<file path="src/hdl/ube_pkg.sv">
// package of constants for the per-pipe buffer-empty interrupt logic
package ube_pkg;
    // ------------------------------------------------------------
    // pipe response selection encodings
    // ------------------------------------------------------------
    localparam logic [1:0] UBE_RESP_NAK   = 2'h0;  // no data accepted
    localparam logic [1:0] UBE_RESP_BUF   = 2'h1;  // answer by buffer state
    localparam logic [1:0] UBE_RESP_STALL = 2'h3;  // stall, code 11

    // ------------------------------------------------------------
    // sizes and reset values
    // ------------------------------------------------------------
    localparam int         UBE_PIPES      = 10;    // default pipe count
    localparam int         UBE_MPS_W      = 11;    // packet size width
    localparam logic       UBE_FLAG_RST   = 1'b0;  // flags cleared at reset
    localparam int         UBE_CTRL_PIPE  = 0;     // default control pipe index

    // ------------------------------------------------------------
    // per-pipe event kinds
    // ------------------------------------------------------------
    typedef enum logic [1:0]
    {
        UBE_EV_NONE,
        UBE_EV_TX_EMPTY,
        UBE_EV_RX_OVERSIZE
    } ube_event_e;
endpackage : ube_pkg

</file>
<file path="src/hdl/ube_buffer_empty_irq.sv">
// per-pipe buffer-empty interrupt status, enable gating and stall forcing
`timescale 1ns/100ps
`default_nettype none
module ube_buffer_empty_irq
    import ube_pkg::*;
#(
    parameter int PIPES = UBE_PIPES,
    parameter int MPS_W = UBE_MPS_W
)
(
    // clock and reset
    input  wire logic                   ref_clk_in,
    input  wire logic                   srst_in,
    // pipe configuration
    input  wire logic [PIPES-1:0]       pipe_dir_tx_in,
    input  wire logic [2*PIPES-1:0]     pipe_response_select_in,
    input  wire logic [PIPES-1:0]       dbl_buf_in,
    input  wire logic                   func_mode_in,
    // transmit events
    input  wire logic [PIPES-1:0]       tx_done_in,
    input  wire logic [PIPES-1:0]       fifo_empty_in,
    input  wire logic [PIPES-1:0]       cpu_wr_started_in,
    input  wire logic [PIPES-1:0]       auto_clear_mode_in,
    input  wire logic [PIPES-1:0]       fifo_clear_bit_in,
    input  wire logic                   status_stage_in,
    // receive events, pipe chosen by index
    input  wire logic                   rx_done_in,
    input  wire logic [3:0]             rx_pipe_in,
    input  wire logic [MPS_W-1:0]       rx_len_in,
    input  wire logic [PIPES*MPS_W-1:0] max_pkt_in,
    input  wire logic                   rx_crc_err_in,
    input  wire logic                   rx_stuff_err_in,
    input  wire logic                   setup_in,
    // software access to the status and enable registers
    input  wire logic                   sts_wr_in,
    input  wire logic [PIPES-1:0]       sts_wdata_in,
    input  wire logic [PIPES-1:0]       empty_enable_register_in,
    // results
    output logic [PIPES-1:0]            empty_status_register_out,
    output logic                        buffer_empty_interrupt_out,
    output logic [PIPES-1:0]            buffer_ready_req_out,
    output logic [PIPES-1:0]            stall_force_out,
    output logic                        rx_discard_out,
    output logic                        send_stall_hs_out,
    output logic                        send_no_hs_out
);
    // ------------------------------------------------------------
    // state
    // ------------------------------------------------------------
    // flags and summary persist; the other registers are one-cycle
    // strobes that fall back to zero on their own
    logic [PIPES-1:0] flag_q;       // sticky per-pipe flags
    logic [PIPES-1:0] flag_d;       // next flags
    logic             summ_q;       // summary interrupt bit
    logic [PIPES-1:0] stall_q;      // stall force pulses
    logic             disc_q;       // discard pulse
    logic             stall_hs_q;   // stall handshake request
    logic             no_hs_q;      // silent response request

    // ------------------------------------------------------------
    // per-pipe qualification
    // ------------------------------------------------------------
    // each pipe gets its own qualifier; the transmit and receive
    // suppression cases live there, so this level only sees clean
    // requests. only one receive event arrives per cycle, so the
    // index decode picks at most one pipe and the stall strobe
    // can never name two pipes at once.
    logic [PIPES-1:0] tx_req;       // transmit empty requests
    logic [PIPES-1:0] rx_req;       // oversize requests
    logic [PIPES-1:0] resp_buf;     // pipe answers by buffer state
    logic [PIPES-1:0] set_ev;       // flag set events

    // receive events carry a 4-bit pipe index, which bounds the
    // pipe count of this build at 16; larger builds need a wider
    // index port
    genvar g;
    generate
        for (g = 0; g < PIPES; g++)
        begin : g_pipe
            wire rx_sel;   // receive event aimed at this pipe
            assign rx_sel = rx_done_in & (rx_pipe_in == 4'(g));
            ube_pipe_qual #(
                .MPS_W (MPS_W)
            ) u_qual (
                .tx_is_in          (pipe_dir_tx_in[g]),
                .tx_done_in        (tx_done_in[g]),
                .fifo_empty_in     (fifo_empty_in[g]),
                .dbl_buf_in        (dbl_buf_in[g]),
                .cpu_wr_started_in (cpu_wr_started_in[g]),
                .sw_clear_in       (auto_clear_mode_in[g] | fifo_clear_bit_in[g]),
                .func_mode_in      (func_mode_in),
                .status_stage_in   (status_stage_in),
                .rx_done_in        (rx_sel),
                .rx_len_in         (rx_len_in),
                .max_pkt_in        (max_pkt_in[g*MPS_W +: MPS_W]),
                .rx_crc_err_in     (rx_crc_err_in),
                .rx_stuff_err_in   (rx_stuff_err_in),
                .setup_in          (setup_in),
                .tx_req_out        (tx_req[g]),
                .rx_req_out        (rx_req[g])
            );
            // only pipes in buffer response mode record the event
            assign resp_buf[g] = pipe_response_select_in[2*g +: 2] == UBE_RESP_BUF;
            assign set_ev[g]   = resp_buf[g] & (tx_req[g] | rx_req[g]);
            // single buffer ready fires together, control pipe excluded
            // double-buffered pipes leave the ready path to the plane logic
            if (g == UBE_CTRL_PIPE)
            begin : g_ctrl
                assign buffer_ready_req_out[g] = 1'b0;
            end
            else
            begin : g_data
                assign buffer_ready_req_out[g] = tx_req[g] & ~dbl_buf_in[g];
            end
        end
    endgenerate

    // ------------------------------------------------------------
    // flag update: write zero clears, one ignored, set wins
    // ------------------------------------------------------------
    // a zero written to a bit clears it and a one leaves it alone.
    // when hardware sets a bit in the same cycle that software clears
    // it, the set wins, so no event is ever lost to a late clear.
    // the summary is taken from the next flags, so it rises together
    // with the flag that caused it rather than a cycle later, and it
    // follows enable changes one cycle after they are made.
    wire [PIPES-1:0] clr_mask;      // bits software clears
    wire             any_rx;        // oversize seen on some buffer-answered pipe
    wire             summ_d;        // summary next value

    assign clr_mask = sts_wr_in ? ~sts_wdata_in : '0;
    assign flag_d   = (flag_q & ~clr_mask) | set_ev;
    assign summ_d   = |(flag_d & empty_enable_register_in);
    // oversize seen on any buffer-answered pipe
    assign any_rx   = |(rx_req & resp_buf);

    // ------------------------------------------------------------
    // registers
    // ------------------------------------------------------------
    // four short processes, one per kind of result, each with the
    // synchronous reset taking priority over any event

    // sticky per-pipe flags; a set in the clearing cycle survives
    always_ff @(posedge ref_clk_in)
    begin
        if (srst_in)
        begin
            flag_q <= {PIPES{UBE_FLAG_RST}};             // all pipes quiet
        end
        else
        begin
            flag_q <= flag_d;
        end
    end

    // summary bit, built from the next flags so it rises with them
    always_ff @(posedge ref_clk_in)
    begin
        if (srst_in)
        begin
            summ_q <= 1'b0;                              // no interrupt pending
        end
        else
        begin
            summ_q <= summ_d;
        end
    end

    // per-pipe stall force, one cycle, for the pipe configuration logic
    always_ff @(posedge ref_clk_in)
    begin
        if (srst_in)
        begin
            stall_q <= '0;                               // no stall forced
        end
        else
        begin
            stall_q <= rx_req & resp_buf;
        end
    end

    // discard and handshake choice, one-cycle strobes to the packet engine
    always_ff @(posedge ref_clk_in)
    begin
        if (srst_in)
        begin
            disc_q     <= 1'b0;                          // keep the data
            stall_hs_q <= 1'b0;                          // no stall answer
            no_hs_q    <= 1'b0;                          // no silent answer
        end
        else
        begin
            disc_q     <= any_rx;
            stall_hs_q <= any_rx & func_mode_in;
            no_hs_q    <= any_rx & ~func_mode_in;
        end
    end

    // ------------------------------------------------------------
    // outputs
    // ------------------------------------------------------------
    // every result except the ready request leaves straight from a
    // register, so those pins never glitch; the ready request is a
    // handshake and must land in the same cycle as the event
    assign empty_status_register_out  = flag_q;
    assign buffer_empty_interrupt_out = summ_q;
    assign stall_force_out            = stall_q;
    assign rx_discard_out             = disc_q;
    assign send_stall_hs_out          = stall_hs_q;
    assign send_no_hs_out             = no_hs_q;
endmodule : ube_buffer_empty_irq
`default_nettype wire

</file>
<file path="src/hdl/ube_pipe_qual.sv">
// per-pipe qualification of buffer-empty request conditions
`timescale 1ns/100ps
`default_nettype none
module ube_pipe_qual
    import ube_pkg::*;
#(
    parameter int MPS_W = UBE_MPS_W
)
(
    // transmit side
    input  wire logic             tx_is_in,
    input  wire logic             tx_done_in,
    input  wire logic             fifo_empty_in,
    input  wire logic             dbl_buf_in,
    input  wire logic             cpu_wr_started_in,
    input  wire logic             sw_clear_in,
    input  wire logic             func_mode_in,
    input  wire logic             status_stage_in,
    // receive side
    input  wire logic             rx_done_in,
    input  wire logic [MPS_W-1:0] rx_len_in,
    input  wire logic [MPS_W-1:0] max_pkt_in,
    input  wire logic             rx_crc_err_in,
    input  wire logic             rx_stuff_err_in,
    input  wire logic             setup_in,
    // results
    output logic                  tx_req_out,
    output logic                  rx_req_out
);
    // ------------------------------------------------------------
    // condition decode
    // ------------------------------------------------------------
    wire tx_base;       // empty at end of send, zero length included
    wire tx_block;      // suppressing cases
    wire rx_bad;        // corrupted packet
    wire rx_big;        // longer than maximum packet size

    assign tx_base  = tx_is_in & tx_done_in & fifo_empty_in;
    assign tx_block = (dbl_buf_in & cpu_wr_started_in)
                    | sw_clear_in
                    | (func_mode_in & status_stage_in);
    assign rx_bad   = rx_crc_err_in | rx_stuff_err_in;
    assign rx_big   = rx_len_in > max_pkt_in;
    // setup transactions block both directions
    assign tx_req_out = tx_base & ~tx_block & ~setup_in;
    assign rx_req_out = ~tx_is_in & rx_done_in & rx_big & ~rx_bad & ~setup_in;
endmodule : ube_pipe_qual
`default_nettype wire

</file>
<file path="config.mk">
export PLATFORM = sky130hd
export DESIGN_NAME = ube_buffer_empty_irq
export DESIGN_NICKNAME = d
export VERILOG_FILES = /design/src/hdl/ube_pkg.sv /design/src/hdl/ube_buffer_empty_irq.sv /design/src/hdl/ube_pipe_qual.sv
export SDC_FILE = /design/constraint.sdc
export NUM_CORES = 1
export LEC_CHECK = 0
export BUFFER_PORTS_ARGS = -buffer_cell sky130_fd_sc_hd__buf_2
export CORE_MARGIN = 2
export CORE_UTILIZATION = 39
export DETAILED_ROUTE_END_ITERATION = 12
export HOLD_SLACK_MARGIN = 0.15
export PLACE_DENSITY = 0.81
export SLEW_MARGIN = 20
export SYNTH_ARGS = -nofsm -noshare
export SYNTH_HDL_FRONTEND = slang
export SYNTH_SLANG_ARGS = --single-unit
</file>
<file path="constraint.sdc">
create_clock -name ref_clk_in -period 2.68 [get_ports ref_clk_in]
set_input_delay 0.804 -clock ref_clk_in [delete_from_list [all_inputs] [get_ports ref_clk_in]]
set_output_delay 0.804 -clock ref_clk_in [all_outputs]
set_load 0.01 [all_outputs]
</file>
==> impl_results.md, run 1 <==
* Critical Path, Cell by Cell: buf_4 -> ha_1 -> nand4_1 -> inv_1 -> a2111oi_1 -> buf_4 -> or4_4 -> nand4_1 -> nor4_4 -> a211oi_1
* Final max-slew violation count at 0
* Unique masters post-synth at 62
* Share of synthesized registers carrying an async set or reset at 0%
* RSZ-0062 raised after global routing: yes
* Hold Path Depth at 2
* R2r worst-path depth at 7
* Via Count at 5435
* Sequential area share after synthesis at 11.5%
* Crit path DAT at 2.82 ns
* Leakage power at 3.76 nW
* CTS sink cnt at 24
* Vias per std cell at 5.22
* Synth Area in Compound Gates at 20.3%
* Worst-path clk slew at 0.09 ns
* Worst setup SP type: input port
* Vias in the first global route at 5236
* Synthesized Nets at 914
* Final Skew at 0.00647 ns
* Fin. Hold Viols at 0
* Worst setup EP type: flip-flop
* Hold EP: empty_status_register_out[0]
* Detailed Routing Iterations Pass 1 at 5
* Worst hold start: empty_status_register_out[0]
* CTS Root Cell: clkbuf_8
* Most frequent cells in the layout: buf_2 (266), inv_1 (117), ha_1 (85)
* Delay-heaviest family, CP: simple AND/OR/NAND/NOR gates
* H-tree depth at 1
* Post-synth design cell area at 0.00419 mm^2
* Mapped Avg Cell Area at 7.48 um^2
* Largest family of logic cells by synthesized area: adder cells
* Count of flip-flops with a built-in enable after synthesis at 0
* Placed instance count at 1027
* Number of buffers and inverters on the critical path at 3
* Xor and xnor fraction of the mapped netlist area at 0%
* GRT overflow at 0
* Reg2Reg Setup Slack at 0.86 ns
* # IOs at 278
* Reg-to-Reg Start: empty_status_register_out[8]
* Tmin final at 2.67 ns
* Worst min-delay path category: flip-flop to flip-flop
* Final Non-Filler Cells at 1042
* Post-Synth Adder-Cell Area at 32.9%
* Commonest non-fill, non-tap cell in the layout: buf_2
* DP HPWL at 14.4 mm
* Initial core utilization at 40.4%
* Yosys warnings at 0
* Max Freq at 0.374 GHz
* First-pass GRT wire length at 24.3 mm
* N_diodes at 0
* CP max FO at 6
* Core area at 0.0104 mm^2
* Gr usage total at 26.5%
* Post-route DRC at 0
* Least-Margin Pin Slew at 0.503 ns
* # port buffers at 276
* Simple-gate area share of the yosys netlist at 24.4%
* Top FF cell, synth: dfxtp_1
* Average wire per standard cell at 16.1 um
* Setup TNS at 0 ns
* Final period util at 99.7%
* Cells after Synth at 560
* Area delta synth->final at 66.0%
* Reg-to-Reg End: buffer_empty_interrupt_out
* Req. time, crit path at 2.83 ns
* Die height at 108 um
* CTS tree: built
* Rows at 37
* Clock latency on the worst-skew pair at 0.27 ns
* Final #Nets at 1261
* Max-cap violations at 0
* Setup-failing EPs final at 0
* Crit path largest cell delay at 0.39 ns
* PD cells at 215 mW/mm^2
* Starting DRT DRC Count at 229
* Slew HR at 66.2%
* Num CTS Buffers at 3
* Seq cells post-synth at 24
* Die X at 108 um
* Final wirelength at 16.8 mm
* Initial antenna violation count at 1
* Max VDD drop at 0.000201 V
* Status: finished, final reports clean
* Critical path type: input port to flip-flop
* Die ar. at 0.0116 mm^2
* Largest net degree at the start of global routing at 25
* Longest Clk Path Bufs at 2
* ANT nets after route at 0
* Layout cell share with drive strength beyond 1 at 47.1%
* Placer congestion estimate at 0.922
* Post-synthesis mux area share at 0%
* CP max stage cell: nor4_4
-- logic make-up after synthesis --
logic type	Yosys count
and+or+nand+nor	173
AOI/OAI and AO/OA	131
buffers and inverters	121
adders and majority gates	110
DFF	24
other	1
-- per-layer routing --
metal / wire length (um) / up-vias / GRT usage, %
li1: - / 2729 / -
met5: 13 / - / 0
met3: 1200 / 27 / 3.69
met4: 286 / 2 / 5.22
met2: 8300 / 233 / 47.9
met1: 6960 / 2444 / 33.5
-- per-stage QoR --
step	power (mW)	setup slack, ns	instance area, um^2	hold slack [ns]	util (%)
floorplan	0.686	0.00884	4190	0.552	-
global placement	1.04	-0.463	6160	0.524	59.4
detailed placement	1.06	-0.487	6160	0.535	59.4
CTS	1.38	-0.00492	6300	0.546	60.8
global route	1.60	-0.0883	6950	0.584	67.0
finish	1.49	0.00675	6950	0.544	67.0
-- flip-flops by register name (all words and copies together) (netlist names) --
name / cells
buffer_empty_interrupt_out: 1
stall_force_out: 10
rx_discard_out: 1
empty_status_register_out: 10
send_no_hs_out: 1
send_stall_hs_out: 1
-- final cells by class --
class                      count  area, um^2
fill                         940        3420
clock buffer                   3        41.3
timing repair buffer         345        2010
clock inverter                 1        30.0
multi-input combinational    415        3780
inverter                     118         443
sequential                    24         480
tap                          136         170
-- repair_timing --
action	in CTS	in global routing
buffers inserted	0	11
gates resized for setup	15	102
setup endpoints to repair	4	4
hold buffers	0	0
pin swaps	5	31
-- power by group --
part / internal, mW / switching, mW
clock: 0.200 / 0.117
sequential: 0.357 / 0.000258
combinational: 0.419 / 0.400
total: 0.976 / 0.518
-- worst max path at each step --
| stage | from | end | cells after the start |
|---|---|---|---|
| floorplan | rx_len_in[0] | buffer_empty_interrupt_out | 9 |
| global placement | rx_stuff_err_in | buffer_empty_interrupt_out | 9 |
| detailed placement | rx_len_in[6] | send_no_hs_out | 10 |
| CTS | rx_len_in[8] | buffer_empty_interrupt_out | 10 |
| global route | rx_len_in[9] | buffer_empty_interrupt_out | 10 |
| finish | rx_len_in[9] | send_stall_hs_out | 10 |
-- synthesized netlist by cell type (2+ instances only) --
| library cell | n | area share, % |
|---|---|---|
| inv_1 | 118 | 11 |
| ha_1 | 110 | 33 |
| a21oi_1 | 42 | 5.0 |
| nor2_1 | 37 | 3.3 |
| nand4_1 | 29 | 4.3 |
| o21ai_0 | 29 | 3.5 |
| dfxtp_1 | 24 | 11 |
| a211oi_1 | 19 | 3.4 |
| nand2_1 | 15 | 1.3 |
| nor3_1 | 15 | 1.8 |
| nand3_1 | 13 | 1.6 |
| nand2b_1 | 9 | 1.3 |
| nand3b_1 | 9 | 1.6 |
| nor2b_1 | 9 | 1.3 |
| nor4_1 | 9 | 1.3 |
| a21o_1 | 7 | 1.3 |
| a2111oi_0 | 4 | 0.84 |
| nand4b_1 | 4 | 0.84 |
| and4b_1 | 3 | 0.72 |
| nor3b_1 | 3 | 0.54 |
| a31o_2 | 2 | 0.42 |
| a31oi_1 | 2 | 0.30 |
| and2_1 | 2 | 0.30 |
| clkbuf_1 | 2 | 0.18 |
| nor4b_2 | 2 | 0.72 |
| o21a_1 | 2 | 0.36 |
| o221ai_1 | 2 | 0.42 |
| o22ai_1 | 2 | 0.30 |
| o31ai_1 | 2 | 0.36 |
| or3_4 | 2 | 0.54 |
-- worst reg2reg max path, delay by kind of cell (launching register included) --
family,cells,cell delay (ns)
DFF,1,0.34
and+or+nand+nor,3,0.72
AOI/OAI and AO/OA,4,0.64
No activity file was read; power rests on OpenSTA's default activity.
==> inputs of run 2 (changes only) <==
RECOVER_POWER = 25   (was unset)
==> run 2 against run 1 <==
Sequential power barely moved. Flip-flop and latch count unchanged. Design area down 0.23%. First-iteration DRC count shrank 3.1%. Global-route usage did not move. Hold slack better by 0.0058 ns. Critical endpoint unchanged. Largest power group unchanged.
==> impl_results.md, run 2 (synthesis gave the netlist of run 1 again) <==
* # fillers at 948
* Clock Power Share at 21.2%
* Final Skew at 0.00673 ns
* CP max FO at 6
* CTS Root Cell: clkbuf_8
* # port buffers at 276
* Area delta synth->final at 65.7%
* RSZ-0062 raised after global routing: yes
* Vias per std cell at 5.18
* First-pass GRT wire length at 24.3 mm
* GRT overflow at 0
* Switching fraction of total power at 34.6%
* Die ar. at 0.0116 mm^2
* Clock latency on the worst-skew pair at 0.27 ns
* Average wire per standard cell at 16.0 um
* Worst setup EP type: flip-flop
* Longest Clk Path Bufs at 2
* Setup TNS at 0 ns
* Worst min-delay path category: flip-flop to flip-flop
* Crit path DAT at 2.82 ns
* Die X at 108 um
* Fin. Hold Viols at 0
* Largest net degree at the start of global routing at 25
* Combinational Power Share at 54.9%
* Register Area at 480 um^2
* Setup-failing EPs final at 0
* N_diodes at 0
* ANT nets after route at 0
* Gr usage total at 26.5%
* Vias in the first global route at 5236
* Worst-path clk slew at 0.09 ns
* Max-cap violations at 0
* Leakage power at 3.70 nW
* Max Freq at 0.374 GHz
* Core area at 0.0104 mm^2
* Die height at 108 um
* Placer congestion estimate at 0.922
* Tmin final at 2.67 ns
* Multi-input logic area at 0.00378 mm^2
* Internal at 0.976 mW
* Switch Pwr at 0.517 mW
* Layout cell share with drive strength beyond 1 at 45.7%
* Final wirelength at 16.7 mm
* Sequential power share at 23.9%
* Slew HR at 66.3%
* Initial core utilization at 40.4%
* DP HPWL at 14.4 mm
* PD cells at 215 mW/mm^2
* CTS sink cnt at 24
* Num CTS Buffers at 3
* CTS tree: built
* Most frequent cells in the layout: buf_2 (253), inv_1 (117), ha_1 (85)
* Post-route DRC at 0
* Cts hold-fix bufs at 0
* Final max-slew violation count at 0
* Status: finished, final reports clean
* Fin util at 66.9%
* Starting DRT DRC Count at 222
* Max VDD drop at 0.000201 V
* Req. time, crit path at 2.83 ns
* H-tree depth at 1
* Final period util at 99.7%
* Final #Nets at 1261
* # IOs at 278
* Via Count at 5395
* Detailed Routing Iterations Pass 1 at 6
* Rows at 37
* Commonest non-fill, non-tap cell in the layout: buf_2
* Critical path type: input port to flip-flop
* Worst setup SP type: input port
* Least-Margin Pin Slew at 0.502 ns
* Initial antenna violation count at 1
==> run 2: final cells by class <==
cell class | instances | share of cell area [%]
multi-input combinational | 415 | 54.5
clock buffer | 3 | 0.595
tap | 136 | 2.45
timing repair buffer | 345 | 28.7
sequential | 24 | 6.93
clock inverter | 1 | 0.433
inverter | 118 | 6.39
==> run 2: per-stage QoR <==
stage | setup WS [ns] | cell area [um^2] | hold WS, ns | instances | power [mW]
2_1_floorplan | 0.00884 | 4190 | 0.552 | 560 | 0.686
3_3_place_gp | -0.463 | 6160 | 0.524 | 1027 | 1.04
3_5_place_dp | -0.487 | 6160 | 0.535 | 1027 | 1.06
4_1_cts | -0.00492 | 6300 | 0.546 | 1031 | 1.38
5_1_grt | -0.0883 | 6940 | 0.586 | 1042 | 1.60
6_report | 0.00687 | 6940 | 0.550 | 1042 | 1.49
==> run 2: worst paths after layout <==
kind,cells past startpoint,to,from,slack [ns]
worst min register to register,2,empty_status_register_out[0],empty_status_register_out[0],0.55
worst min-delay path,2,empty_status_register_out[0],empty_status_register_out[0],0.55
worst max-delay path,10,send_stall_hs_out,rx_len_in[9],0.007
worst max register to register,7,buffer_empty_interrupt_out,empty_status_register_out[8],0.85
==> run 2: power by group through the flow <==
stage	clock network [mW]	logic, mW	registers, mW
2_1_floorplan	0	0.320	0.366
3_3_place_gp	0	0.673	0.365
3_5_place_dp	0	0.694	0.365
4_1_cts	0.318	0.706	0.357
5_1_grt	0.333	0.909	0.357
6_report	0.317	0.819	0.357
==> run 2: critical path, stage by stage <==
cell and delay [ns]:
buf_4 0.16, ha_1 0.31, nand4_1 0.16, inv_1 0.06, a2111oi_1 0.34, buf_4 0.18, or4_4 0.13, nand4_1 0.16
nor4_4 0.39, a211oi_1 0.12
==> run 2: metal layers <==
metal  global-route usage (%)  share of wire (%)
met3                     3.69                7.2
met2                     47.9                 50
met1                     33.5                 41
met5                        0              0.078
met4                     5.22                1.8
==> run 2: repair_timing <==
| item | CTS | global route |
|---|---|---|
| setup buffers | 0 | 11 |
| resized for setup | 15 | 102 |
| endpoints found under the setup margin | 4 | 4 |
| pin swaps | 5 | 31 |
